===== config.mk =====
export PLATFORM = sky130hd
export DESIGN_NAME = dma_channel
export DESIGN_NICKNAME = d
export VERILOG_FILES = /design/src/rtl/dma_channel.v
export VERILOG_INCLUDE_DIRS = /design/src /design/src/rtl
export SDC_FILE = /design/constraint.sdc
export NUM_CORES = 1
export LEC_CHECK = 0
export BUFFER_PORTS_ARGS = -buffer_cell sky130_fd_sc_hd__buf_2
export CORE_UTILIZATION = 53
export CTS_CLUSTER_DIAMETER = 200
export DETAILED_ROUTE_END_ITERATION = 12
export GPL_TIMING_DRIVEN = 0
export PLACE_DENSITY = 0.77
export SYNTH_ARGS = -nofsm -noshare
export SYNTH_HDL_FRONTEND = slang
export SYNTH_SLANG_ARGS = --single-unit

===== constraint.sdc =====
create_clock -name sys_clk -period 3.58 [get_ports sys_clk]
set_input_delay 1.074 -clock sys_clk [delete_from_list [all_inputs] [get_ports sys_clk]]
set_output_delay 1.074 -clock sys_clk [all_outputs]
set_load 0.01 [all_outputs]

===== src/rtl/dma_channel_defines.vh =====
// Constants for the single DMA channel engine: fields, offsets, reset values
`ifndef DMA_CHANNEL_DEFINES_VH
`define DMA_CHANNEL_DEFINES_VH
// Control word fields
`define F_DINC 31:30
`define F_DSIZE 29:28
`define F_SINC 27:26
`define F_SSIZE 25:24
`define F_ARB 17:14
`define F_CNT 13:4
`define F_NXTBURST 3
`define F_OP 2:0
// Operation codes and increment codes
`define OP_STOP 3'h0
`define OP_BASIC 3'h1
`define OP_PINGPONG 3'h3
`define INC_NONE 2'h3
`define SIZE_WORD 2'h2
// Word offsets inside one control structure
`define SRC_OFS 32'h0000_0000
`define DST_OFS 32'h0000_0004
`define CTL_OFS 32'h0000_0008
// Register byte offsets
`define R_STATUS 12'h000
`define R_TBASE 12'h008
`define R_BURST_SET 12'h018
`define R_BURST_CLR 12'h01c
`define R_MASK_SET 12'h020
`define R_MASK_CLR 12'h024
`define R_EN_SET 12'h028
`define R_EN_CLR 12'h02c
`define R_ALT_SET 12'h030
`define R_ALT_CLR 12'h034
`define R_PRIO_SET 12'h038
`define R_PRIO_CLR 12'h03c
// Reset values
`define RST_TBASE 32'h0000_0000
`define RST_BIT 1'b0
`endif


===== src/rtl/dma_channel.v =====
// One DMA channel engine with Basic and Ping-Pong operation and an AHB-Lite register slave
//
// Local design decisions: the placing of the registers and the AHB-Lite register port.
`timescale 1ns/100ps
`include "dma_channel_defines.vh"
module dma_channel #(
	parameter [4:0] CHAN = 5'd8 // Channel number, selects bit and table slot
) (
	input wire sys_clk, // System clock, 20 MHz
	input wire nrst, // Synchronous reset, active low
	input wire hsel, // AHB slave select
	input wire [31:0] haddr, // AHB address
	input wire [1:0] htrans, // AHB transfer type
	input wire hwrite, // AHB write
	input wire [2:0] hsize, // AHB size, words only
	input wire [31:0] hwdata, // AHB write data
	input wire hready, // AHB bus ready
	output reg [31:0] hrdata, // AHB read data
	output reg hreadyout, // AHB slave ready
	output reg hresp, // AHB response, always OKAY
	output reg mem_req, // Memory access request, held until mem_ready
	output reg [31:0] mem_addr, // Memory byte address
	output reg mem_write, // Memory access is a write
	output reg [1:0] mem_size, // 0 byte, 1 half, 2 word
	output reg [31:0] mem_wdata, // Write data, right aligned
	input wire mem_ready, // Memory access completes
	input wire [31:0] mem_rdata, // Read data, right aligned
	input wire periph_single_req, // Peripheral single request
	input wire periph_burst_req, // Peripheral burst request
	output reg periph_done, // Completion interrupt pulse
	output reg high_priority, // Channel priority to the arbiter
	output reg channel_active // Channel is serving a request
);

	// One-hot sequencer states; the status register shows them as they stand
	localparam [6:0] S_IDLE = 7'b0000001;
	localparam [6:0] S_FSRC = 7'b0000010;
	localparam [6:0] S_FDST = 7'b0000100;
	localparam [6:0] S_FCTL = 7'b0001000;
	localparam [6:0] S_RD = 7'b0010000;
	localparam [6:0] S_WR = 7'b0100000;
	localparam [6:0] S_WB = 7'b1000000;

	reg [6:0] state_reg;
	reg [31:0] tbase_reg;
	reg burst_only_reg;
	reg mask_reg;
	reg enable_reg;
	reg alt_reg;
	reg [31:0] src_end_reg;
	reg [31:0] dst_end_reg;
	reg [31:0] ctl_reg;
	reg [31:0] data_reg;
	reg [15:0] budget_reg;
	reg burst_sel_reg;
	reg pingpong_reg;
	reg hw_dis_reg;
	reg alt_tog_reg;
	reg ph_wr_reg;
	reg ph_act_reg;
	reg [11:0] ph_addr_reg;
	reg [31:0] acc_addr;
	reg [1:0] acc_size;
	reg [31:0] rd_mux;
	wire [31:0] sbase;
	wire alt_now;
	wire single_ok;
	wire go;
	wire addr_phase;
	wire [9:0] cnt;

	// Address of the current item, counted back from the inclusive end
	// No wrap check: a count that reaches below the buffer start is a software fault
	function [31:0] item_addr;
		input [31:0] end_ptr;
		input [9:0] left;
		input [1:0] inc;
		begin
			if (inc == `INC_NONE)
				item_addr = end_ptr;
			else
				item_addr = end_ptr - ({22'h0, left} << inc);
		end
	endfunction

	// Register view of one per-channel flag: only this channel's bit can read as one
	function [31:0] chan_flag;
		input flag;
		begin
			if (flag)
				chan_flag = 32'h0000_0001 << CHAN;
			else
				chan_flag = 32'h0000_0000;
		end
	endfunction

	// Structure half in use; a toggle still in flight already counts, so that a
	// ping-pong refetch issued in the very next cycle reads the other structure
	assign alt_now = alt_reg ^ alt_tog_reg;
	// Structure start: table base on a 1 KiB boundary, alternate half, 16 bytes per channel
	assign sbase = {tbase_reg[31:10], alt_now, CHAN, 4'h0};
	assign cnt = ctl_reg[`F_CNT];
	// A masked channel or a single request under burst-only is simply not seen
	assign single_ok = periph_single_req & ~burst_only_reg;
	// Pending hardware updates hold off a start until enable and alternate have settled
	assign go = enable_reg & ~mask_reg & (periph_burst_req | single_ok) & ~hw_dis_reg &
		~alt_tog_reg;
	assign addr_phase = hsel & htrans[1] & hready;

	// Access address and size for the access the current state makes
	// Structure words are always whole words; items take their size from the control word
	always @* begin
		acc_size = `SIZE_WORD;
		case (state_reg)
			S_FSRC: acc_addr = sbase | `SRC_OFS;
			S_FDST: acc_addr = sbase | `DST_OFS;
			S_FCTL: acc_addr = sbase | `CTL_OFS;
			S_WB: acc_addr = sbase | `CTL_OFS;
			S_RD: begin
				acc_addr = item_addr(src_end_reg, cnt, ctl_reg[`F_SINC]);
				acc_size = ctl_reg[`F_SSIZE];
			end
			S_WR: begin
				acc_addr = item_addr(dst_end_reg, cnt, ctl_reg[`F_DINC]);
				acc_size = ctl_reg[`F_DSIZE];
			end
			default: acc_addr = 32'h0000_0000;
		endcase
	end

	// Transfer sequencer: fetch structure, move items, write the control word back
	// The control word is written back after every service that moves items, not only the last, so
	// software always sees the remaining count; the price is one extra access per structure served
	always @(posedge sys_clk) begin
		if (!nrst) begin
			state_reg <= S_IDLE;
			mem_req <= 1'b0;
			mem_addr <= 32'h0000_0000;
			mem_write <= 1'b0;
			mem_size <= 2'h0;
			mem_wdata <= 32'h0000_0000;
			src_end_reg <= 32'h0000_0000;
			dst_end_reg <= 32'h0000_0000;
			ctl_reg <= 32'h0000_0000;
			data_reg <= 32'h0000_0000;
			budget_reg <= 16'h0000;
			burst_sel_reg <= 1'b0;
			pingpong_reg <= 1'b0;
			hw_dis_reg <= 1'b0;
			alt_tog_reg <= 1'b0;
			periph_done <= 1'b0;
			channel_active <= 1'b0;
		end else begin
			hw_dis_reg <= 1'b0;
			alt_tog_reg <= 1'b0;
			periph_done <= 1'b0;
			channel_active <= (state_reg != S_IDLE);
			if (state_reg == S_IDLE) begin
				// Requests are looked at only here; one that stays high starts the next service
				budget_reg <= 16'h0000;
				if (go) begin
					burst_sel_reg <= periph_burst_req;
					state_reg <= S_FSRC;
				end
			end else if (!mem_req) begin
				// One access at a time; the request holds until the memory answers
				mem_req <= 1'b1;
				mem_addr <= acc_addr;
				mem_write <= (state_reg == S_WR) | (state_reg == S_WB);
				mem_size <= acc_size;
				mem_wdata <= (state_reg == S_WB) ? ctl_reg : data_reg;
			end else if (mem_ready) begin
				mem_req <= 1'b0;
				case (state_reg)
					S_FSRC: begin
						src_end_reg <= mem_rdata;
						state_reg <= S_FDST;
					end
					S_FDST: begin
						dst_end_reg <= mem_rdata;
						state_reg <= S_FCTL;
					end
					S_FCTL: begin
						ctl_reg <= mem_rdata;
						pingpong_reg <= (mem_rdata[`F_OP] == `OP_PINGPONG);
						if (mem_rdata[`F_OP] == `OP_BASIC ||
							mem_rdata[`F_OP] == `OP_PINGPONG) begin
							// Budget only set fresh; a ping-pong switch keeps what is left
							if (budget_reg == 16'h0000) begin
								if (burst_sel_reg)
									budget_reg <= 16'h0001 << mem_rdata[`F_ARB];
								else
									budget_reg <= 16'h0001;
							end
							state_reg <= S_RD;
						end else begin
							// Stopped or unsupported structure: give the channel up
							hw_dis_reg <= 1'b1;
							state_reg <= S_IDLE;
						end
					end
					S_RD: begin
						data_reg <= mem_rdata;
						state_reg <= S_WR;
					end
					S_WR: begin
						// A count reaching zero ends the structure whatever budget is left
						budget_reg <= budget_reg - 16'h0001;
						if (cnt == 10'h000) begin
							ctl_reg[`F_OP] <= `OP_STOP;
							state_reg <= S_WB;
						end else begin
							ctl_reg[`F_CNT] <= cnt - 10'h001;
							state_reg <= (budget_reg == 16'h0001) ? S_WB : S_RD;
						end
					end
					S_WB: begin
						state_reg <= S_IDLE;
						if (ctl_reg[`F_OP] == `OP_STOP) begin
							periph_done <= 1'b1;
							if (pingpong_reg) begin
								alt_tog_reg <= 1'b1;
								// Carry on with the other buffer inside the same service
								// alt_now already points at it, so no idle cycle is spent
								if (budget_reg != 16'h0000)
									state_reg <= S_FSRC;
							end else begin
								hw_dis_reg <= 1'b1;
							end
						end
					end
					default: state_reg <= S_IDLE;
				endcase
			end
		end
	end

	// Read data for the register map, latched in the address phase
	always @* begin
		case (haddr[11:0])
			`R_STATUS: rd_mux = {25'h0, state_reg};
			`R_TBASE: rd_mux = {tbase_reg[31:10], 10'h000};
			`R_BURST_SET: rd_mux = chan_flag(burst_only_reg);
			`R_MASK_SET: rd_mux = chan_flag(mask_reg);
			`R_EN_SET: rd_mux = chan_flag(enable_reg);
			`R_ALT_SET: rd_mux = chan_flag(alt_reg);
			`R_PRIO_SET: rd_mux = chan_flag(high_priority);
			default: rd_mux = 32'h0000_0000;
		endcase
	end

	// AHB-Lite slave: zero wait states, OKAY always, unmapped reads zero and writes dropped
	// hreadyout is a flop held at one, so wait states can come later without a port change
	always @(posedge sys_clk) begin
		if (!nrst) begin
			hrdata <= 32'h0000_0000;
			hreadyout <= 1'b1;
			hresp <= 1'b0;
			ph_act_reg <= 1'b0;
			ph_wr_reg <= 1'b0;
			ph_addr_reg <= 12'h000;
		end else begin
			hreadyout <= 1'b1;
			hresp <= 1'b0;
			ph_act_reg <= addr_phase;
			ph_wr_reg <= addr_phase & hwrite;
			if (addr_phase) begin
				ph_addr_reg <= haddr[11:0];
				if (!hwrite)
					hrdata <= rd_mux;
			end
		end
	end

	// Channel control bits; a software set wins over a same-cycle hardware clear
	// Hardware updates arrive one cycle late from flags, so a bus write in that cycle decides
	always @(posedge sys_clk) begin
		if (!nrst) begin
			tbase_reg <= `RST_TBASE;
			burst_only_reg <= `RST_BIT;
			mask_reg <= `RST_BIT;
			enable_reg <= `RST_BIT;
			alt_reg <= `RST_BIT;
			high_priority <= `RST_BIT;
		end else begin
			if (hw_dis_reg)
				enable_reg <= 1'b0;
			if (alt_tog_reg)
				alt_reg <= ~alt_reg;
			if (ph_act_reg && ph_wr_reg) begin
				case (ph_addr_reg)
					`R_TBASE: tbase_reg <= {hwdata[31:10], 10'h000};
					`R_BURST_SET: if (hwdata[CHAN])
						burst_only_reg <= 1'b1;
					`R_BURST_CLR: if (hwdata[CHAN])
						burst_only_reg <= 1'b0;
					`R_MASK_SET: if (hwdata[CHAN])
						mask_reg <= 1'b1;
					`R_MASK_CLR: if (hwdata[CHAN])
						mask_reg <= 1'b0;
					`R_EN_SET: if (hwdata[CHAN])
						enable_reg <= 1'b1;
					`R_EN_CLR: if (hwdata[CHAN])
						enable_reg <= 1'b0;
					`R_ALT_SET: if (hwdata[CHAN])
						alt_reg <= 1'b1;
					`R_ALT_CLR: if (hwdata[CHAN])
						alt_reg <= 1'b0;
					`R_PRIO_SET: if (hwdata[CHAN])
						high_priority <= 1'b1;
					`R_PRIO_CLR: if (hwdata[CHAN])
						high_priority <= 1'b0;
					default: tbase_reg <= tbase_reg;
				endcase
			end
		end
	end

endmodule


==> impl_metrics.json, run 1 <==
{
  "status": "finished, final reports clean",
  "ant_nets": 0,
  "netSwitchingFraction": 0.221,
  "setup-violations-final": 0,
  "rows": 62,
  "wl_per_cell_microns": 22.4,
  "reg2reg_depth": 7,
  "grt_max_degree": 14,
  "synth_edf_count": 0,
  "syn_inst": 2002,
  "synthFlopType": "dfxtp_1",
  "grt_antenna_before_repair": 2,
  "power.internal_w": 0.00555,
  "finalWirelength_microns": 58700,
  "period_share": 0.997,
  "synthDistinctLibCells": 77,
  "ys_ff_latch": 296,
  "fin_crit_ps": 3570,
  "r2r_end": "mem_addr[4]",
  "r2r_slack_ps": 10,
  "maxSlewHeadroom": 0.360,
  "seqPwrFrac": 0.463,
  "crit_type": "reg2reg",
  "async_flop_share": 0,
  "dr.pass1.iters": 6,
  "io_pins": 214,
  "vias": 16200,
  "layout_commonest_cell": "nand2_1",
  "hp-class": "reg2reg",
  "critPathMaxFanout": 10,
  "drv_cap": 0,
  "clk_pin_slew_ps": 60,
  "fin_nets": 2371,
  "setup_tns_ps": 0,
  "coreArea_sq_um": 28900,
  "placed_cells": 2560,
  "track_usage": 0.380,
  "ir_worst_vdd_v": 0.000359,
  "hold_viol": 0,
  "r2r-start": "state_reg[3]",
  "crit_required_ps": 4020,
  "start_util": 0.541,
  "layoutNonFillerInstCount": 2625,
  "ys_seq_area_frac": 0.380,
  "gp_congestion": 1.03,
  "clockRootBuffer": "clkbuf_16",
  "drive_gt1_frac": 0.148,
  "via_per_inst": 6.18,
  "drc": 0,
  "worstMarginPinSlew_ps": 960,
  "die_y_microns": 174,
  "drt-initial-drc-count": 1917,
  "cts_made_buffers": 34,
  "mostFrequentLayoutCells": "453 x nand2_1, 286 x dfxtp_1, 179 x buf_2, 114 x clkbuf_1, 111 x a21boi_0",
  "power_density_nw_per_um2": 386,
  "leakagePower_nw": 7.33,
  "hold_path_depth": 2,
  "end_kind": "register",
  "p_switching_w": 0.00158,
  "grt_pass1_wl_microns": 88300,
  "overflow": 0,
  "startpoint_type": "register",
  "dieArea_sq_um": 30100,
  "p_clk_frac": 0.504,
  "clock-sinks": 296,
  "clk_latency_ps": 520,
  "cts_buffer_depth": 3,
  "synthesis.area_sq_um": 15600,
  "tritoncts": "done",
  "cts.htree.levels": 2,
  "die_w_microns": 174,
  "combPwrFrac": 0.033,
  "worstPathArrival_ps": 4010,
  "io_buffers": 171,
  "finalMaxSlewViolations": 0,
  "min_from": "mem_addr[22]",
  "diodes": 0,
  "area_growth_pct": 18.4,
  "syn_area_per_cell_sq_um": 7.80,
  "min_to": "mem_addr[22]",
  "dp_hpwl_microns": 43600,
  "ys_warn_count": 0,
  "finClkSkew_ps": 15.3,
  "fmax_mhz": 280,
  "grt_pass1_vias": 15100
}
-- power groups by stage --
stage / Combinational, W / Clock (W) / Sequential [W]
2_1_floorplan: 0.0000966 / 0 / 0.00337
3_3_place_gp: 0.000225 / 0 / 0.00337
3_5_place_dp: 0.000227 / 0 / 0.00337
4_1_cts: 0.000228 / 0.00359 / 0.00330
5_1_grt: 0.000246 / 0.00373 / 0.00330
6_report: 0.000238 / 0.00359 / 0.00330
-- metrics by stage --
stage | worst slack, ps | power [W] | instance area (sq um) | hold WS (ps) | utilization
finish | 10.4 | 0.00713 | 18500 | 446 | 0.640
global route | -28.2 | 0.00727 | 18500 | 481 | 0.640
CTS | -126 | 0.00712 | 18200 | 452 | 0.632
detailed placement | -1150 | 0.00360 | 17000 | 439 | 0.588
global placement | -1100 | 0.00360 | 17000 | 433 | 0.587
floorplan | 92.0 | 0.00347 | 15600 | 443 | -
-- critical path, cell delays in order, from the launching register on --
cell      delay (ps)
dfxtp_1          290
clkbuf_1         220
or4_4            540
nor4b_4          730
clkbuf_2         450
clkbuf_1         620
a221oi_1         380
nor3b_1          260
-- layout make-up --
class,instances,area (sq um)
clock inverters,10,130
inverters,40,154
repair buffers,186,968
multi-input cells,1521,9140
clock buffers,48,1010
well taps,384,480
fillers,2619,10400
plain buffers,140,653
flip-flops and latches,296,5940
-- timing repair --
action,4_1_cts,5_1_grt
hold buffers,0,0
pin swaps,4,18
setup endpoints to repair,39,32
buffers inserted,3,11
resized for setup,43,62
-- metal layers --
metal / up-vias / global-route usage / routed length, microns
li1: 7454 / - / -
met1: 7546 / 0.501 / 23800
met2: 1029 / 0.602 / 25600
met3: 178 / 0.0840 / 6570
met4: 4 / 0.159 / 2720
met5: - / 0 / 24
-- cells in the mapped netlist, types with 12 or more instances --
master    number  share of area
a31oi_1       14         0.0056
or3_1         12         0.0048
nand3_1       95          0.030
o21ai_0      103          0.033
o211a_1       40          0.026
xnor2_1       32          0.018
nand2b_1      16         0.0064
a211oi_1      13         0.0063
dfxtp_1      296           0.38
nand2_1      453           0.11
nor2_1        93          0.022
nor4_1        21         0.0084
a22oi_1       36          0.017
nor3_1        46          0.015
nor2b_1       41          0.016
a21boi_0     111          0.053
clkbuf_1     121          0.029
and2_1        17         0.0068
ha_1          41          0.033
a21boi_1      49          0.024
o211ai_1      21          0.010
a21oi_1       94          0.030
mux2i_1       14         0.0090
inv_1         40         0.0096
xor2_1        19          0.011
-- kinds of logic (layout without fill, tap and decap cells) --
| kind of cell | after synthesis | after routing | share of synthesized area |
|---|---|---|---|
| simple gates | 851 | 851 | 0.248 |
| compound gates | 555 | 555 | 0.245 |
| flops | 296 | 296 | 0.380 |
| buf+inv | 187 | 424 | 0.0495 |
| xor+xnor | 51 | 51 | 0.0286 |
| fa+ha+maj | 43 | 43 | 0.0354 |
| mux | 17 | 17 | 0.0126 |
| other cells | 2 | 4 | 0.000481 |
-- worst max-delay path by stage --
stage	from	endpoint	slack (ps)	cells after the start
global placement	ctl_reg[30]	mem_addr[28]	-1100	13
global route	ctl_reg[31]	mem_addr[28]	-30	14
CTS	ctl_reg[31]	mem_addr[30]	-130	12
detailed placement	ctl_reg[30]	mem_addr[28]	-1150	13
floorplan	ctl_reg[30]	mem_addr[28]	90	13
finish	state_reg[3]	mem_addr[4]	10	7
Note: power is estimated with default switching activity, not from simulation.
==> inputs of run 2 (changes only) <==
--- a/config.mk
+++ b/config.mk
@@ -8,10 +8,10 @@
 export LEC_CHECK = 0
 export BUFFER_PORTS_ARGS = -buffer_cell sky130_fd_sc_hd__buf_2
 export CORE_UTILIZATION = 53
-export CTS_CLUSTER_DIAMETER = 200
+export CTS_CLUSTER_DIAMETER = 80
 export DETAILED_ROUTE_END_ITERATION = 12
 export GPL_TIMING_DRIVEN = 0
-export PLACE_DENSITY = 0.77
+export PLACE_DENSITY = 0.89
 export SYNTH_ARGS = -nofsm -noshare
 export SYNTH_HDL_FRONTEND = slang
 export SYNTH_SLANG_ARGS = --single-unit
==> run 2 against run 1 <==
Against the previous run:
- critical path depth stayed put
- first-iteration DRC count is 8.6% higher
- final cell count is 0.19% lower
- critical endpoint unchanged
- largest power group is now registers
==> impl_metrics.json, run 2 (synthesis results as in run 1) <==
{
  "fin_crit_ps": 3530,
  "dp_hpwl_microns": 44000,
  "fin_nets": 2364,
  "clk_latency_ps": 580,
  "placed_area_sq_um": 17000,
  "r2r_end": "mem_addr[4]",
  "status": "finished, final reports clean",
  "cts_buffer_depth": 3,
  "tritoncts": "done",
  "clockRootBuffer": "clkbuf_16",
  "drv_cap": 0,
  "reg2reg_depth": 7,
  "grt_antenna_before_repair": 2,
  "grt_max_degree": 16,
  "overflow": 0,
  "drc": 0,
  "r2r-start": "state_reg[3]",
  "ant_nets": 0,
  "maxSlewHeadroom": 0.303,
  "leakagePower_nw": 7.27,
  "vias": 16400,
  "clk_pin_slew_ps": 60,
  "grt_pass1_vias": 15400,
  "grt_pass1_wl_microns": 89300,
  "crit_required_ps": 4060,
  "fmax_mhz": 283,
  "drive_gt1_frac": 0.144,
  "min_from": "mem_addr[28]",
  "hp-class": "reg2reg",
  "die_w_microns": 174,
  "min_to": "mem_addr[28]",
  "start_util": 0.541,
  "via_per_inst": 6.24,
  "mostFrequentLayoutCells": "453 x nand2_1, 287 x dfxtp_1, 179 x buf_2, 114 x clkbuf_1, 111 x a21boi_0",
  "cts.htree.levels": 1,
  "fin_area_sq_um": 18300,
  "ir_worst_vdd_v": 0.000396,
  "io_pins": 214,
  "end_kind": "register",
  "setup-violations-final": 0,
  "setup_tns_ps": 0,
  "finClkSkew_ps": 24.9,
  "dieArea_sq_um": 30100,
  "startpoint_type": "register",
  "power_density_nw_per_um2": 370,
  "worstMarginPinSlew_ps": 1050,
  "track_usage": 0.381,
  "worstPathArrival_ps": 4010,
  "place_ws_ps": -1130,
  "period_share": 0.986,
  "clock-sinks": 296,
  "gp_congestion": 1.02,
  "dr.pass1.iters": 6,
  "crit_type": "reg2reg",
  "diodes": 0,
  "cts_made_buffers": 31,
  "finalMaxSlewViolations": 0,
  "area_growth_pct": 17.5,
  "drt-initial-drc-count": 2081,
  "coreArea_sq_um": 28900,
  "hold_path_depth": 2,
  "r2r_slack_ps": 50,
  "io_buffers": 171,
  "finalWirelength_microns": 59300,
  "wl_per_cell_microns": 22.6,
  "die_y_microns": 174,
  "critPathMaxFanout": 10,
  "hold_viol": 0,
  "rows": 62,
  "layout_commonest_cell": "nand2_1",
  "setup_slack_ps": 49.6
}
## run 2: cell types whose count changed in the layout (fill, tap and decap cells not counted), moves of 3 or more
| cell | delta |
|---|---|
| a2111oi_2 | -3 |
| clkbuf_8 | +3 |
| a21oi_1 | +3 |
| clkinvlp_4 | -3 |
| o21ai_0 | +3 |
| clkbuf_16 | -6 |
| buf_4 | -4 |
| buf_6 | -3 |
| o21ai_1 | -3 |
| a2111oi_4 | +3 |
## run 2: final cells by class
type	instances	area (sq um)
Buffer	140	644
Clock buffer	47	906
Clock inverter	10	108
Fill cell	2531	10500
Inverter	40	150
Multi-Input combinational cell	1521	9170
Sequential cell	296	5940
Tap cell	384	480
Timing Repair Buffer	182	938
## run 2: where the power goes
| part | internal (W) | total, W | leakage, nW | switching (W) |
|---|---|---|---|---|
| combinational | 0.0000798 | 0.000240 | 4.37 | 0.000161 |
| clock | 0.00188 | 0.00324 | 0.503 | 0.00136 |
| sequential | 0.00330 | 0.00330 | 2.39 | 0.00000378 |
## run 2: how the worst max path moves through the flow
stage	slack [ps]	from	endpoint
2_1_floorplan	90	ctl_reg[30]	mem_addr[28]
3_3_place_gp	-1170	ctl_reg[27]	mem_addr[23]
3_5_place_dp	-1130	ctl_reg[27]	mem_addr[23]
4_1_cts	-6	ctl_reg[30]	mem_addr[14]
5_1_grt	-8	ctl_reg[31]	mem_addr[30]
6_report	50	state_reg[3]	mem_addr[4]
## run 2: what timing repair did
item | in CTS | in global routing
hold buffers | 0 | 0
gates resized for setup | 45 | 54
setup buffers | 6 | 4
pin swaps | 4 | 8
cloned | 0 | 0
hold endpoints to repair | 0 | 0
endpoints found under the setup margin | 37 | 41
## run 2: worst max-delay path: stages, from the launching register on
cell,delay [ps]
dfxtp_1,300
clkbuf_1,220
or4_4,530
nor4b_4,670
clkbuf_2,460
clkbuf_1,640
a221oi_1,350
nor3b_1,270
## run 2: through the flow
step            util  power [W]  hold WS [ps]  instances
2_1_floorplan      -    0.00347           443       2004
3_3_place_gp   0.587    0.00360           437       2559
3_5_place_dp   0.588    0.00360           446       2560
4_1_cts        0.629    0.00677           460       2617
5_1_grt        0.635    0.00693           484       2620
6_report       0.635    0.00678           455       2620
## run 2: metal layers
layer / track usage / vias up / share of wire
li1: - / 7435 / -
met2: 0.605 / 1037 / 0.44
met3: 0.0748 / 214 / 0.12
met4: 0.165 / 4 / 0.047
met5: 0 / - / 0.00040
met1: 0.504 / 7667 / 0.40
